<file path="src/verilog/ldw_pkg.sv">
package ldw_pkg;
    localparam int RAM_WORDS = 60;
    localparam int RAM_ROWS  = 4;
    localparam int PTR_W     = 6;
    localparam int SUB_W     = 3;
    localparam logic [PTR_W-1:0] PTR_RST  = 6'h00;
    localparam logic [SUB_W-1:0] SUB_RST  = 3'h0;
    localparam logic [PTR_W-1:0] LAST_ADR = 6'h3b;
    localparam logic [PTR_W-1:0] STEP_STATIC = 6'h08;
    localparam logic [PTR_W-1:0] STEP_MUX2   = 6'h04;
    localparam logic [PTR_W-1:0] STEP_MUX3   = 6'h03;
    localparam logic [PTR_W-1:0] STEP_MUX4   = 6'h02;
    typedef enum logic [1:0] {
        LDW_STATIC,
        LDW_MUX2,
        LDW_MUX3,
        LDW_MUX4
    } ldw_mode_t;
endpackage : ldw_pkg

</file>
<file path="src/verilog/ldw_ram_if.sv">
`timescale 1ns/100ps
`default_nettype none
interface ldw_ram_if;
    logic       we;
    logic [5:0] waddr;
    logic [1:0] wrow;
    logic       wbit;
    logic [5:0] raddr;
    logic [3:0] rdata;
    modport ctrl (output we, waddr, wrow, wbit, raddr, input rdata);
    modport mem  (input we, waddr, wrow, wbit, raddr, output rdata);
endinterface : ldw_ram_if
`default_nettype wire

</file>
<file path="src/verilog/ldw_write_path.sv">
`timescale 1ns/100ps
`default_nettype none
module ldw_write_path
    import ldw_pkg::*;
(
    input  wire logic                   clk_sys,
    input  wire logic                   rst,
    input  wire ldw_pkg::ldw_mode_t     drive_mode,
    input  wire logic                   bank_alt,
    input  wire logic                   ptr_load,
    input  wire logic [ldw_pkg::PTR_W-1:0] ptr_value,
    input  wire logic                   dev_select,
    input  wire logic [ldw_pkg::SUB_W-1:0] dev_select_value,
    input  wire logic                   hw_subaddr_pin_bit0,
    input  wire logic                   hw_subaddr_pin_bit1,
    input  wire logic                   hw_subaddr_pin_bit2,
    input  wire logic                   byte_start,
    input  wire logic                   bit_valid,
    input  wire logic                   bit_data,
    input  wire logic [ldw_pkg::PTR_W-1:0] rd_addr,
    output logic [ldw_pkg::RAM_ROWS-1:0] rd_data,
    output logic [ldw_pkg::PTR_W-1:0]   data_ptr,
    output logic [ldw_pkg::SUB_W-1:0]   subaddr_cnt,
    output logic                        store_enable
);
    import ldw_pkg::*;

    ldw_ram_if ram ();

    logic [2:0]       bit_idx;
    logic [2:0]       next_bit_idx;
    logic [PTR_W-1:0] next_data_ptr;
    logic [SUB_W-1:0] next_subaddr_cnt;
    logic [PTR_W-1:0] step;
    logic [2:0]       col_off;
    logic [1:0]       row;
    logic             bit_take;
    logic             addr_ok;
    logic [PTR_W:0]   waddr_wide;
    logic [PTR_W:0]   ptr_sum;
    logic [PTR_W-1:0] waddr;
    logic [SUB_W-1:0] hw_sub;

    assign hw_sub = {hw_subaddr_pin_bit2, hw_subaddr_pin_bit1,
                     hw_subaddr_pin_bit0};
    // hazard: pins are compared live, so they must stay still in an access
    assign store_enable = (subaddr_cnt == hw_sub);

    // map bit index (0 = MSB) to column offset and row per mode
    always_comb begin
        step     = STEP_STATIC;
        col_off  = bit_idx;
        row      = 2'(bank_alt ? 2 : 0);
        unique case (drive_mode)
            LDW_STATIC: begin
                step    = STEP_STATIC;
                col_off = bit_idx;
                row     = bank_alt ? 2'd2 : 2'd0;
            end
            LDW_MUX2: begin
                step    = STEP_MUX2;
                col_off = {1'b0, bit_idx[2:1]};
                row     = {bank_alt, bit_idx[0]};
            end
            LDW_MUX3: begin
                step     = STEP_MUX3;
                col_off  = 3'(bit_idx / 3);
                row      = 2'(bit_idx % 3); // nine slots, eight bits
            end
            LDW_MUX4: begin
                step    = STEP_MUX4;
                col_off = {2'b00, bit_idx[2]};
                row     = bit_idx[1:0];
            end
        endcase
    end

    // sums kept one bit wider so a write past the top cannot wrap to 0
    assign waddr_wide = {1'b0, data_ptr} + (PTR_W+1)'(col_off);
    assign waddr      = waddr_wide[PTR_W-1:0];
    assign addr_ok    = (waddr_wide <= {1'b0, LAST_ADR});
    assign ptr_sum    = {1'b0, data_ptr} + {1'b0, step};

    // a bit that meets a pointer load or byte start is not taken
    assign bit_take = bit_valid && !ptr_load && !byte_start;

    // write port: one RAM bit per incoming serial bit
    assign ram.we    = bit_take && store_enable && addr_ok;
    assign ram.waddr = waddr; // upper addresses gated in the RAM
    assign ram.wrow  = row;
    assign ram.wbit  = bit_data;
    assign ram.raddr = rd_addr;
    assign rd_data   = ram.rdata;

    // pointer, bit counter and subaddress next state
    always_comb begin
        next_bit_idx     = bit_idx;
        next_data_ptr    = data_ptr;
        next_subaddr_cnt = subaddr_cnt;
        if (dev_select) begin
            next_subaddr_cnt = dev_select_value;
        end
        if (ptr_load) begin
            next_data_ptr = ptr_value;
            next_bit_idx  = 3'd0;
        end else if (byte_start) begin
            next_bit_idx = 3'd0;
        end else if (bit_valid) begin
            next_bit_idx = bit_idx + 3'd1;
            if (bit_idx == 3'd7) begin
                // saturate so a runaway pointer cannot wrap into valid space
                if (data_ptr > LAST_ADR) begin
                    next_data_ptr = data_ptr;
                end else if (ptr_sum[PTR_W]) begin
                    next_data_ptr = '1; // clamp at the top
                end else begin
                    next_data_ptr = ptr_sum[PTR_W-1:0];
                end
            end
        end
    end

    always_ff @(posedge clk_sys) begin
        if (rst) begin
            bit_idx     <= 3'd0;
            data_ptr    <= PTR_RST;
            subaddr_cnt <= SUB_RST;
        end else begin
            bit_idx     <= next_bit_idx;
            data_ptr    <= next_data_ptr;
            subaddr_cnt <= next_subaddr_cnt;
        end
    end

    ldw_ram u_ram (
        .clk_sys (clk_sys),
        .port    (ram.mem)
    );

    // pointer stepping and loading
    a_ptr_step: assert property (
        @(posedge clk_sys) disable iff (rst)
        (bit_valid && bit_idx == 3'd7 && !ptr_load && !byte_start
         && drive_mode == LDW_MUX3 && data_ptr <= LAST_ADR)
        |=> data_ptr == $past(data_ptr) + STEP_MUX3)
        else $error("pointer did not advance by three");
    a_ptr_static: assert property (
        @(posedge clk_sys) disable iff (rst)
        (bit_take && bit_idx == 3'd7 && drive_mode == LDW_STATIC
         && data_ptr <= LAST_ADR - STEP_STATIC)
        |=> data_ptr == $past(data_ptr) + STEP_STATIC)
        else $error("pointer did not advance by eight");
    // a dropped byte still moves the pointer on
    a_drop_adv: assert property (
        @(posedge clk_sys) disable iff (rst)
        (bit_take && !store_enable && bit_idx == 3'd7
         && drive_mode == LDW_MUX4 && data_ptr <= LAST_ADR - STEP_MUX4)
        |=> data_ptr == $past(data_ptr) + STEP_MUX4)
        else $error("dropped byte did not advance pointer");
    // above the last word the pointer waits for a reload
    a_ptr_hold: assert property (
        @(posedge clk_sys) disable iff (rst)
        (!ptr_load && data_ptr > LAST_ADR) |=> data_ptr == $past(data_ptr))
        else $error("pointer moved above the last word");
    a_ptr_load: assert property (
        @(posedge clk_sys) disable iff (rst)
        ptr_load |=> data_ptr == $past(ptr_value) && bit_idx == 3'd0)
        else $error("pointer load missed");
    // bit counter: a byte start clears it, each taken bit moves it on
    a_byte_rst: assert property (
        @(posedge clk_sys) disable iff (rst)
        (byte_start && !ptr_load) |=> bit_idx == 3'd0)
        else $error("byte start did not clear bit counter");
    a_bit_count: assert property (
        @(posedge clk_sys) disable iff (rst)
        bit_take |=> bit_idx == $past(bit_idx) + 3'd1)
        else $error("bit counter did not advance");
    // storage gating and subaddress loading
    a_sub_gate: assert property (
        @(posedge clk_sys) disable iff (rst)
        ram.we |-> subaddr_cnt == hw_sub)
        else $error("write while subaddress mismatched");
    a_sel_load: assert property (
        @(posedge clk_sys) disable iff (rst)
        dev_select |=> subaddr_cnt == $past(dev_select_value))
        else $error("subaddress counter not loaded");
    // placement of each bit per mode
    a_static_row: assert property (
        @(posedge clk_sys) disable iff (rst)
        (ram.we && drive_mode == LDW_STATIC)
        |-> ram.wrow == (bank_alt ? 2'd2 : 2'd0))
        else $error("static row wrong");
    a_mux2_row: assert property (
        @(posedge clk_sys) disable iff (rst)
        (ram.we && drive_mode == LDW_MUX2)
        |-> ram.wrow[0] == bit_idx[0])
        else $error("1:2 row wrong");
    a_mux2_addr: assert property (
        @(posedge clk_sys) disable iff (rst)
        (ram.we && drive_mode == LDW_MUX2)
        |-> (ram.waddr - data_ptr) == PTR_W'(bit_idx >> 1))
        else $error("1:2 address wrong");
    a_alt_mux2: assert property (
        @(posedge clk_sys) disable iff (rst)
        (ram.we && drive_mode == LDW_MUX2) |-> ram.wrow[1] == bank_alt)
        else $error("1:2 bank row wrong");
    a_mux3_keep: assert property (
        @(posedge clk_sys) disable iff (rst)
        (ram.we && drive_mode == LDW_MUX3)
        |-> ram.wrow != 2'd3
            && !(ram.wrow == 2'd2 && ram.waddr == data_ptr + PTR_W'(2)))
        else $error("1:3 write hit a kept row");
    a_mux4_addr: assert property (
        @(posedge clk_sys) disable iff (rst)
        (ram.we && drive_mode == LDW_MUX4)
        |-> ram.waddr == data_ptr + PTR_W'(bit_idx[2]))
        else $error("1:4 address wrong");
endmodule : ldw_write_path
`default_nettype wire

</file>
<file path="src/verilog/ldw_ram.sv">
`timescale 1ns/100ps
`default_nettype none
module ldw_ram
    import ldw_pkg::*;
(
    input  wire logic clk_sys,
    ldw_ram_if.mem    port
);
    logic [RAM_ROWS-1:0] mem [RAM_WORDS];
    logic [RAM_ROWS-1:0] rdata;

    // per-bit write keeps the other rows of the word untouched
    always_ff @(posedge clk_sys) begin
        if (port.we && port.waddr <= LAST_ADR) begin
            mem[port.waddr][port.wrow] <= port.wbit;
        end
        if (port.raddr <= LAST_ADR) begin
            rdata <= mem[port.raddr];
        end else begin
            rdata <= 4'h0;
        end
    end
    assign port.rdata = rdata;
endmodule : ldw_ram
`default_nettype wire

</file>
<file path="config.mk">
export PLATFORM = sky130hd
export DESIGN_NAME = ldw_write_path
export DESIGN_NICKNAME = d
export VERILOG_FILES = /design/src/verilog/ldw_pkg.sv /design/src/verilog/ldw_ram_if.sv /design/src/verilog/ldw_write_path.sv /design/src/verilog/ldw_ram.sv
export SDC_FILE = /design/constraint.sdc
export NUM_CORES = 1
export LEC_CHECK = 0
export BUFFER_PORTS_ARGS = -buffer_cell sky130_fd_sc_hd__buf_2
export CORE_AREA = 2 2 154 156
export DETAILED_ROUTE_END_ITERATION = 10
export DIE_AREA = 0 0 156 158
export GPL_ROUTABILITY_DRIVEN = 0
export GPL_TIMING_DRIVEN = 0
export PLACE_DENSITY = 0.75
export SETUP_SLACK_MARGIN = 0.15
export SLEW_MARGIN = 20
export SYNTH_ARGS = -nofsm -noshare
export SYNTH_HDL_FRONTEND = slang
export SYNTH_SLANG_ARGS = --single-unit
</file>
<file path="constraint.sdc">
create_clock -name clk_sys -period 3.6 [get_ports clk_sys]
set_input_delay 0.36 -clock clk_sys [delete_from_list [all_inputs] [get_ports clk_sys]]
set_output_delay 0.36 -clock clk_sys [all_outputs]
set_load 0.1 [all_outputs]
</file>
Word-level counts from Yosys, hierarchy flattened --
Memory sizes are Yosys's and may differ from the RTL's. A register that Yosys moved wholly into a read port is not among the register bits. Index checks and enable logic that the tools add are counted.
Storage, ports and cells: register bits 12, output and inout bits 14, memory bits (writable) 240, logic and storage cells 50, memories 1, bits of input ports 28
Memories:
- u_ram.mem | depth 60, width 4, rd ports 1, clocked after Yosys merged registers in 1, write ports 1, RTL line ldw_ram.sv:9 | logic [RAM_ROWS-1:0] mem [RAM_WORDS];
Cells by class: equality and inequality tests 7, multiplexer cells 14, $add $sub $neg 3, reduce and logical (&&, ||, !) cells 14, divide/modulo/power cells 2, magnitude comparators 6
Operators by type and width (number):
- 6-bit 2-to-1 mux | 6
- 3-bit by 2-bit divider with 32-bit output (second input constant) | 1
- 3-bit by 2-bit modulo with 32-bit output (second input constant) | 1
- 6-bit case mux with 4 select lines | 1
- 6-bit <= comparator (second input constant) | 2
- 3-bit case mux with 4 select lines | 1
- 2-bit case mux with 4 select lines | 1
- 6-bit by 3-bit adder with 7-bit output | 1
- 6-bit by 6-bit adder with 7-bit output | 1
- 7-bit by 6-bit <= comparator with 1-bit output (second input constant) | 1
- 6-bit > comparator (second input constant) | 1
- 1-bit logical AND | 6
- 2-bit == test (second input constant) | 2
- 4-bit 2-to-1 mux | 1
- 2-bit inequality test (second input constant) | 2
- 4-bit AND reduction | 1
- 2-bit nonzero test | 2
- 3-bit by 1-bit adder with 3-bit output (second input constant) | 1
- 3-bit == test | 1
- 3-bit == test (second input constant) | 1
- 1-bit logical NOT | 3
- 2-bit by 3-bit < comparator with 1-bit output (second input constant) | 1
- 3-bit OR reduction | 1
- 1-bit demux with 2-bit select | 1
- other kinds (5) | 6

Logic depth before layout (Yosys ltp) --
Gate-level depths: netlist of the first run.
word-level depth 9, depth in mapped cells 13, depth with buffers taken out 11

Modules after synthesis --
A second synthesis of the first run with hierarchy kept.
Unflattened totals: cells, all modules 913, area total of the unflattened synthesis 11850.1 µm²
By module, submodules not included:
- ldw_ram | cells an instance 772, sequential area each 7287.0 µm², area an instance 10712.8 µm², times used 1
- ldw_write_path | cells an instance 141, sequential area each 240.2 µm², area an instance 1137.3 µm², times used 1

Worst setup path after synthesis of the first run --
OpenSTA, ideal clock, no wires.
path type reg2reg, from register subaddr_cnt[0] in the netlist's numbering, to memory u_ram.mem[16][3], enable pin, clock period less this slack 4821 ps, arrival 4495 ps, cell stages (with the launch flop) 8, setup slack -1221 ps, path through dfxtp_1 xor2_1 nor3_1 and4_1 buf_1 o211ai_1 buf_2 nor4_1
Between the ends: word-level cells in the longest chain between the ends 6
RTL lines:
- from (decl) | RTL line ldw_write_path.sv:23 | output logic [ldw_pkg::SUB_W-1:0] subaddr_cnt,
- from (signal assigned) | RTL line ldw_write_path.sv:131 | subaddr_cnt <= next_subaddr_cnt;
- 3-bit == test | RTL line ldw_write_path.sv:47 | assign store_enable = (subaddr_cnt == hw_sub);
- via store_enable | RTL line ldw_write_path.sv:24 | output logic store_enable
- 1-bit logical AND (2 in a row) | RTL line ldw_write_path.sv:88 | assign ram.we = bit_take && store_enable && addr_ok;
- 1-bit logical AND | RTL line ldw_ram.sv:14 | if (port.we && port.waddr <= LAST_ADR) begin
- 1-bit 2-to-1 mux | RTL line ldw_ram.sv:14
- 4-bit 2-to-1 mux (not written as such) | RTL line ldw_ram.sv:15 | mem[port.waddr][port.wrow] <= port.wbit;
- to (decl) | RTL line ldw_ram.sv:9
The timed path passes the listed nets, and every way through them passes these cells.

Final worst setup path of the first run --
from register bit_idx[1], to memory u_ram.mem[43][3], enable pin
Between the ends: word-level cells in the longest chain between the ends 8, elaborated cells between the ends (all ways) 16
RTL lines:
- from (decl) | RTL line ldw_write_path.sv:30 | logic [2:0] bit_idx;
- from (signal assigned) | RTL line ldw_write_path.sv:129 | bit_idx <= next_bit_idx;
- 3-bit by 2-bit divider with 32-bit output | RTL line ldw_write_path.sv:67 | col_off = 3'(bit_idx / 3);
- 3-bit case mux with 4 select lines | RTL line ldw_write_path.sv:54 | unique case (drive_mode)
- 6-bit by 3-bit adder with 7-bit output | RTL line ldw_write_path.sv:79 | assign waddr_wide = {1'b0, data_ptr} + (PTR_W+1)'(col_off);
- 7-bit by 6-bit <= comparator with 1-bit output | RTL line ldw_write_path.sv:81 | assign addr_ok = (waddr_wide <= {1'b0, LAST_ADR});
- 1-bit logical AND | RTL line ldw_write_path.sv:88
- 1-bit logical AND | RTL line ldw_ram.sv:14
- 1-bit 2-to-1 mux | RTL line ldw_ram.sv:14
- 4-bit 2-to-1 mux (not written as such) | RTL line ldw_ram.sv:15
Several ways; a longest one is shown, not always the timed one.

==> summary.md, run 1 <==
| Metric | Value |
|---|---|
| First-pass detailed-route iteration total | `5` |
| Final Slew Violations | `0` |
| Fin cells | `1284` |
| Clk slew on worst S/H paths | `0.06 ns` |
| End of the worst hold path | `subaddr_cnt[1]` |
| Failing checks | `setup timing` |
| Hold Path Origin | `dev_select_value[1]` |
| Lkg Pwr | `5.31 nW` |
| Placed cells | `1214` |
| Finished Core Util | `68.7%` |
| CTS tree | `done` |
| Post-Synth Adder-Cell Area | `between 1 and 1.5%` |
| R2R Path Start | `bit_idx[1]` |
| Complex-gate fraction of the synthesized area | `4.64%` |
| Final hold vios | `0` |
| RR Endpoint | `u_ram.mem[43][3]` |
| Leading area contributor after synthesis | `edfxtp_1` |
| Total power | `roughly 0.0067 W` |
| Outcome | `complete, but fails checks` |
| Clock Skews | `~0.0087 ns` |
| Worst Max-Slew Pin Slew | `1.19 ns` |
| EDFF count, synth | `240` |
| R2R depth | `10` |
| Synth cell types | `62` |
| Seq/Total Area, Yosys | `59.3%` |
| Proportion of synthesized area in mux cells | `11.7%` |
| Die area | `roughly 0.025 mm^2` |
| Hold Path Class | `input port to flip-flop` |
| Max Clock Freq | `roughly 270 MHz` |
| Number of H-tree levels | `1` |
| Max-cap viol count | `0` |
| Worst EP arrival | `3.86 ns` |
| CP startpoint kind | `flip-flop` |
| Syn_area_per_cell | `14.3 um^2` |
| Initial antenna violation count | `0` |
| Grt ovf | `0` |
| Vias per inst | `7.04` |
| Synth-to-Final Area Change | `24.9%` |
| Simple-Gate Fraction of Synth Area | `approximately 18%` |
| Die W | `approximately 160 um` |
| Maximum vdd drop | `0.387 mV` |
| Clock latency on the worst-skew pair | `0.54 ns` |
| Starting Density | `55.0%` |
| Share of cells above drive strength 1 | `42.9%` |
| Port bufs | `36` |
| Post-synth net total | `927` |
| Vias in the first global route | `8664` |
| DR DRC count | `0` |
| Inserted Diodes | `0` |
| Max-slew headroom | `between 20% and 30%` |
| Register-to-Register Setup Slack | `-0.06 ns` |
| Post-Synth XOR/XNOR Area | `0.750%` |
| Power Density | `420 mW/mm^2` |
| I/O Pins | `between 40 and 50` |
| Critical path class | `flip-flop to flip-flop` |
| Ys async rst share | `0%` |
| CP required | `3.79 ns` |
| First-pass GRT wire length | `51000 um` |
| Largest cells by area after synthesis | `edfxtp_1 57%, mux4_2 10%, nor3_2 5.4%, nor3_1 4.7%, dfxtp_1 2.5%` |
| Largest net degree at the start of global routing | `164` |
| Final Critical Period | `3.66 ns` |
| Hold-fix buffers, CTS | `0` |
| Clk root buf | `clkbuf_16` |
| CP endpoint kind | `flip-flop` |
| Detailed Place HPWL | `around 21000 um` |
| Die Y | `158 um` |
| Synth top area share | `56.8%` |
| Wirelength per Cell | `28.4 um` |
| Initial drt markers | `1199` |
| Layout Nets | `1016` |
| Row count | `56` |
| RSZ-0062 raised after global routing | `yes` |
| Mapped Area | `0.0127 mm^2` |
| Fin worst setup slack | `-0.0634 ns` |
| Hold path cells | `3` |
| Yosys reg bits | `256` |
| Largest family of logic cells by synthesized area | `simple AND/OR/NAND/NOR gates` |
| CTS Buf Count | `26` |
| Via total after detailed routing | `9037` |
| Core ar. | `0.0231 mm^2` |
| Tcrit/Tclk final | `102%` |
| Worst-case clock buffer depth | `3` |
| Setup TNS | `-0.0928 ns` |
| Synthesis Warnings | `0` |
| Mapped Cells | `887` |
| Final WL | `approximately 36000 um` |
| Post-route ant nets | `0` |
| Global Route Usage Sum | `~28%` |
| # setup viols final | `2` |
| Main synth FF type | `edfxtp_1` |
| Crit path max fanout | `10` |
| Hold slack final | `0.0584 ns` |
| Num Clock Sinks | `256` |
==> state kept, by name, summed over array words and instances (netlist names) <==
| signal | cells |
|---|---|
| bit_idx | 3 |
| data_ptr | 6 |
| u_ram.port.rdata | 4 |
| u_ram.mem | 240 |
| subaddr_cnt | 3 |
==> how the worst max path moves through the flow <==
| stage | from | slack [ns] | cells after the start | to |
|---|---|---|---|---|
| 6_report | bit_idx[1] | -0.06 | 10 | u_ram.mem[43][3] |
| 5_1_grt | bit_idx[1] | -0.16 | 10 | u_ram.mem[43][3] |
| 4_1_cts | bit_idx[1] | 0.10 | 13 | u_ram.mem[6][3] |
| 3_5_place_dp | drive_mode[1] | -0.54 | 12 | u_ram.mem[52][2] |
| 3_3_place_gp | drive_mode[1] | -0.50 | 13 | u_ram.mem[30][1] |
| 2_1_floorplan | subaddr_cnt[1] | 0.18 | 7 | u_ram.mem[16][3] |
==> final cells by class <==
type	instances	area (um^2)
flip-flops and latches	256	7540
fillers	1385	7210
multi-input cells	504	5650
plain buffers	109	888
clock buffers	38	737
repair buffers	61	562
well taps	290	363
inverters	18	67.6
clock inverters	8	36.3
==> routing by layer <==
| metal | share of wire, % | routed length (um) | vias up | GRT usage, % |
|---|---|---|---|---|
| li1 | - | - | 3733 | - |
| met1 | 36 | 13200 | 4557 | 38.2 |
| met2 | 49 | 18000 | 642 | 45.4 |
| met3 | 11 | 3980 | 105 | 4.95 |
| met4 | 3.3 | 1200 | 0 | 9.79 |
| met5 | 0 | 0 | - | 0 |
==> per-stage QoR <==
| step | worst slack (ns) | instance area [um^2] |
|---|---|---|
| 2_1_floorplan | 0.182 | 12700 |
| 3_3_place_gp | -0.502 | 13200 |
| 3_5_place_dp | -0.543 | 13300 |
| 4_1_cts | 0.103 | 14500 |
| 5_1_grt | -0.164 | 15800 |
| 6_report | -0.0634 | 15800 |
==> report_power, final <==
group / switching [W] / total [W] / internal, W
combinational: 0.000611 / 0.000854 / 0.000242
clock: 0.00113 / 0.00254 / 0.00141
sequential: 0.00000997 / 0.00327 / 0.00326
total: 0.00175 / 0.00666 / 0.00491
==> kinds of logic after synthesis <==
family | after synthesis
fa+ha+maj | 12
compound gates | 78
buf+inv | 127
flops | 256
xor+xnor | 10
mux | 74
simple gates | 330
==> placed cells by master (no fill, tap or decap), types with 6 or more instances in the layout <==
cell type,synthesis,layout
nand3_1,9,8
inv_1,18,17
o21ai_0,6,6
clkbuf_16,0,33
nand2_1,17,15
mux2i_1,13,13
nor3_2,68,58
nor4_2,24,25
nor4_4,0,32
nor3_4,0,48
buf_4,5,23
a21oi_1,13,13
o211ai_1,6,6
buf_2,33,52
clkbuf_1,60,39
mux4_2,59,59
nor2_1,18,17
clkbuf_2,1,17
ha_1,10,8
buf_12,0,18
nor3_1,120,82
buf_6,7,15
dfxtp_1,16,12
o22ai_1,6,6
nor2b_1,11,11
edfxtp_1,240,240
==> cell usage after synthesis, types with 10 or more instances <==
cell type,instances
edfxtp_1,240
nor3_1,120
nor3_2,68
clkbuf_1,60
mux4_2,59
nor4_1,38
buf_2,33
nor4_2,24
inv_1,18
nor2_1,18
nand2_1,17
dfxtp_1,16
a21oi_1,13
mux2i_1,13
nor2b_1,11
ha_1,10
==> repair_timing <==
item	in CTS	in global routing
setup endpoints to repair	240	240
cloned	1	8
resized for setup	94	259
pin swaps	4	14
setup buffers	4	11
==> critical path, stage by stage, from the launching register on <==
cell	delay [ns]
dfxtp_4	0.36
inv_2	0.06
nor2_2	0.03
ha_2	0.17
a221o_1	0.33
ha_2	0.19
fa_2	0.38
xnor2_1	0.33
nand3_1	0.44
clkbuf_1	0.52
nor4_1	0.49
No activity file was read; power rests on OpenSTA's default activity.
==> run 2: changes to the inputs <==
- CORE_AREA: 2 2 154 156 -> 2 2 151 153
- CTS_BUF_LIST: unset -> sky130_fd_sc_hd__clkbuf_8
- DIE_AREA: 0 0 156 158 -> 0 0 153 155
- PLACE_DENSITY: 0.75 -> 0.78
==> run 2 against run 1 <==
  * The flow still finishes with violations (setup timing)
  * Clock skew grew 0.036 ns
  * Register-to-register slack worse by 0.16 ns
  * Worst hold slack got worse by 0.031 ns
  * Sequential power is essentially flat
  * Combinational power rose by 23%
  * Core utilization grew 11 points
  * Critical endpoint is now u_ram.mem[54][3]
  * Largest cell class unchanged
==> summary.md, run 2 (same netlist as run 1, synthesis figures left out) <==
| Metric | Value |
|---|---|
| First-pass detailed-route iteration total | `6 (was 5)` |
| # setup viols final | `183 (was 2)` |
| Max-cap viol count | `0 (unchanged)` |
| Buf/Inv on CP | `2 (unchanged)` |
| Vias in the first global route | `9079 (was 8664)` |
| Number of H-tree levels | `2 (was 1)` |
| Biggest regs | `u_ram.mem: 240 flops, data_ptr: 6 flops, u_ram.port.rdata: 4 flops (unchanged)` |
| DR DRC count | `0 (unchanged)` |
| Worst EP arrival | `4.08 ns (was 3.86 ns)` |
| RSZ-0062 raised after global routing | `yes (unchanged)` |
| Max-slew headroom | `11.1% (was 20.8%)` |
| Wirelength per Cell | `35.1 um (was 28.4 um)` |
| Power Density | `381 mW/mm^2 (was 420 mW/mm^2)` |
| Hold Path Class | `input port to flip-flop (unchanged)` |
| Slowest-stage cell, CP | `fa_2 (was clkbuf_1)` |
| I/O Pins | `42 (unchanged)` |
| Final WL | `47500 um (was 36400 um)` |
| Row count | `55 (was 56)` |
| Detailed Place HPWL | `21400 um (about the same)` |
| Final Critical Period | `3.83 ns (was 3.66 ns)` |
| Failing checks | `setup timing (unchanged)` |
| Critical path class | `flip-flop to flip-flop (unchanged)` |
| Lkg Pwr | `7.10 nW (was 5.31 nW)` |
| Crit path cell chain | `inv_4 -> nor2_4 -> ha_4 -> a221o_1 -> ha_2 -> fa_2 -> nor2b_1 -> nand2_2 -> clkbuf_2 -> nor4_4 (was inv_2 -> nor2_2 -> ha_2 -> a221o_1 -> ha_2 -> fa_2 -> xnor2_1 -> nand3_1 -> clkbuf_1 -> nor4_1)` |
| Initial antenna violation count | `0 (unchanged)` |
| Post-route ant nets | `0 (unchanged)` |
| Synth-to-Final Area Change | `40.0% (was 24.9%)` |
| Inserted Diodes | `0 (unchanged)` |
| Starting Density | `57.1% (was 55.0%)` |
| Grt ovf | `0 (unchanged)` |
| Core ar. | `0.0222 mm^2 (was 0.0231 mm^2)` |
| Layout Nets | `1079 (was 1016)` |
| Share of cells above drive strength 1 | `53.6% (was 42.9%)` |
| Vias per inst | `7.68 (was 7.04)` |
| CTS tree | `done (unchanged)` |
| Tcrit/Tclk final | `106% (was 102%)` |
| Clock latency on the worst-skew pair | `0.58 ns (was 0.54 ns)` |
| Commonest cells after routing, fill and taps aside | `240 x edfxtp_1, 123 x nor3_4, 59 x mux4_2 (was 240 x edfxtp_1, 82 x nor3_1, 59 x mux4_2)` |
| Final hold vios | `0 (unchanged)` |
| CTS Buf Count | `40 (was 26)` |
| Max reg flops | `240 (unchanged)` |
| Delay-heaviest family, CP | `simple AND/OR/NAND/NOR gates (unchanged)` |
| Initial drt markers | `1762 (was 1199)` |
| Most flops, register | `u_ram.mem (unchanged)` |
| Fin worst setup slack | `-0.226 ns (was -0.0634 ns)` |
| Most common cell after layout, fill and taps aside | `edfxtp_1 (unchanged)` |
| Placed cells | `1209 (was 1214)` |
| Num Clock Sinks | `256 (unchanged)` |
| Maximum vdd drop | `0.226 mV (was 0.387 mV)` |
| First-pass GRT wire length | `54000 um (was 51000 um)` |
| Global Route Usage Sum | `30.0% (was 27.8%)` |
| Clk slew on worst S/H paths | `0.07 ns (was 0.06 ns)` |
| Crit path max fanout | `10 (unchanged)` |
| Worst-case clock buffer depth | `3 (unchanged)` |
| CP max stage delay | `0.63 ns (was 0.52 ns)` |
| Via total after detailed routing | `10385 (was 9037)` |
| Worst Max-Slew Pin Slew | `1.33 ns (was 1.19 ns)` |
| Die Y | `155 um (was 158 um)` |
| Outcome | `complete, but fails checks (unchanged)` |
| Finished Core Util | `79.9% (was 68.7%)` |
| CP required | `3.85 ns (was 3.79 ns)` |
| Clock Skews | `0.0445 ns (was 0.00867 ns)` |
| Die W | `153 um (was 156 um)` |
| Die area | `0.0237 mm^2 (was 0.0246 mm^2)` |
| Max Clock Freq | `261 MHz (was 273 MHz)` |
| CP startpoint kind | `flip-flop (unchanged)` |
| Fin cells | `1353 (was 1284)` |
| Largest net degree at the start of global routing | `158 (was 164)` |
| CP endpoint kind | `flip-flop (unchanged)` |
| Final Slew Violations | `0 (unchanged)` |
| Clk root buf | `clkbuf_8 (was clkbuf_16)` |
| Port bufs | `36 (unchanged)` |
==> run 2: cell types whose count changed in the layout (fill, tap and decap cells not counted), sizes merged <==
cell / previous run / this run
clkbuf: 93 / 101
clkinv: 8 / 4
inv: 18 / 38
buf: 115 / 165
==> run 2: repair_timing <==
item | in CTS | in global routing
pin swaps | 12 | 83
hold endpoints to repair | 0 | 0
buffers inserted | 19 | 29
gates cloned | 3 | 22
hold buffers | 0 | 0
endpoints found under the setup margin | 240 | 240
gates resized for setup | 201 | 427
==> run 2: worst paths after layout <==
path,depth (start not counted),slack (ns),end,start
setup / recovery,10,-0.23,u_ram.mem[54][3],bit_idx[1]
hold / removal,3,0.03,subaddr_cnt[1],dev_select_value[1]
setup reg to reg,10,-0.23,u_ram.mem[54][3],bit_idx[1]
hold reg to reg,2,0.51,subaddr_cnt[0],subaddr_cnt[0]
==> run 2: stage by stage <==
stage | setup WS (ns) | setup TNS [ns] | power (W) | hold WS [ns] | area, um^2
after floorplan | 0.182 | 0 | 0.00379 | 0.459 | 12700
after detailed placement | -0.539 | -72.72 | 0.00401 | 0.502 | 13300
final | -0.226 | -15.01 | 0.00678 | 0.0276 | 17800
after global placement | -0.485 | -60.34 | 0.00401 | 0.487 | 13200
after global routing | -0.254 | -20.23 | 0.00683 | 0.0500 | 17800
after CTS | 0.0598 | 0 | 0.00633 | 0.0426 | 15200
==> run 2: cell type report <==
class,count,area [um^2]
Sequential cell,256,7540
Timing Repair Buffer,110,1270
Tap cell,285,357
Fill cell,927,4470
Inverter,18,70.1
Clock inverter,24,90.1
Multi-Input combinational cell,504,6690
Clock buffer,47,647
Buffer,109,1090
==> run 2: layer usage <==
metal,share of wire [%],GRT usage (%)
met1,32,39.3
met2,47,49.1
met3,13,7.05
met4,8.4,12.0
met5,0,0
==> run 2: report_power, final <==
group / internal, W / switching (W) / total [W]
clock network: 0.00118 / 0.00127 / 0.00246
registers: 0.00326 / 0.0000106 / 0.00327
logic: 0.000310 / 0.000738 / 0.00105
total: 0.00475 / 0.00202 / 0.00678
==> run 2: worst min-delay path: cells and delay by family <==
kind                   cells  cell delay [ns]
and+or+nand+nor            1             0.07
muxes                      1             0.05
buffers and inverters      1             0.08
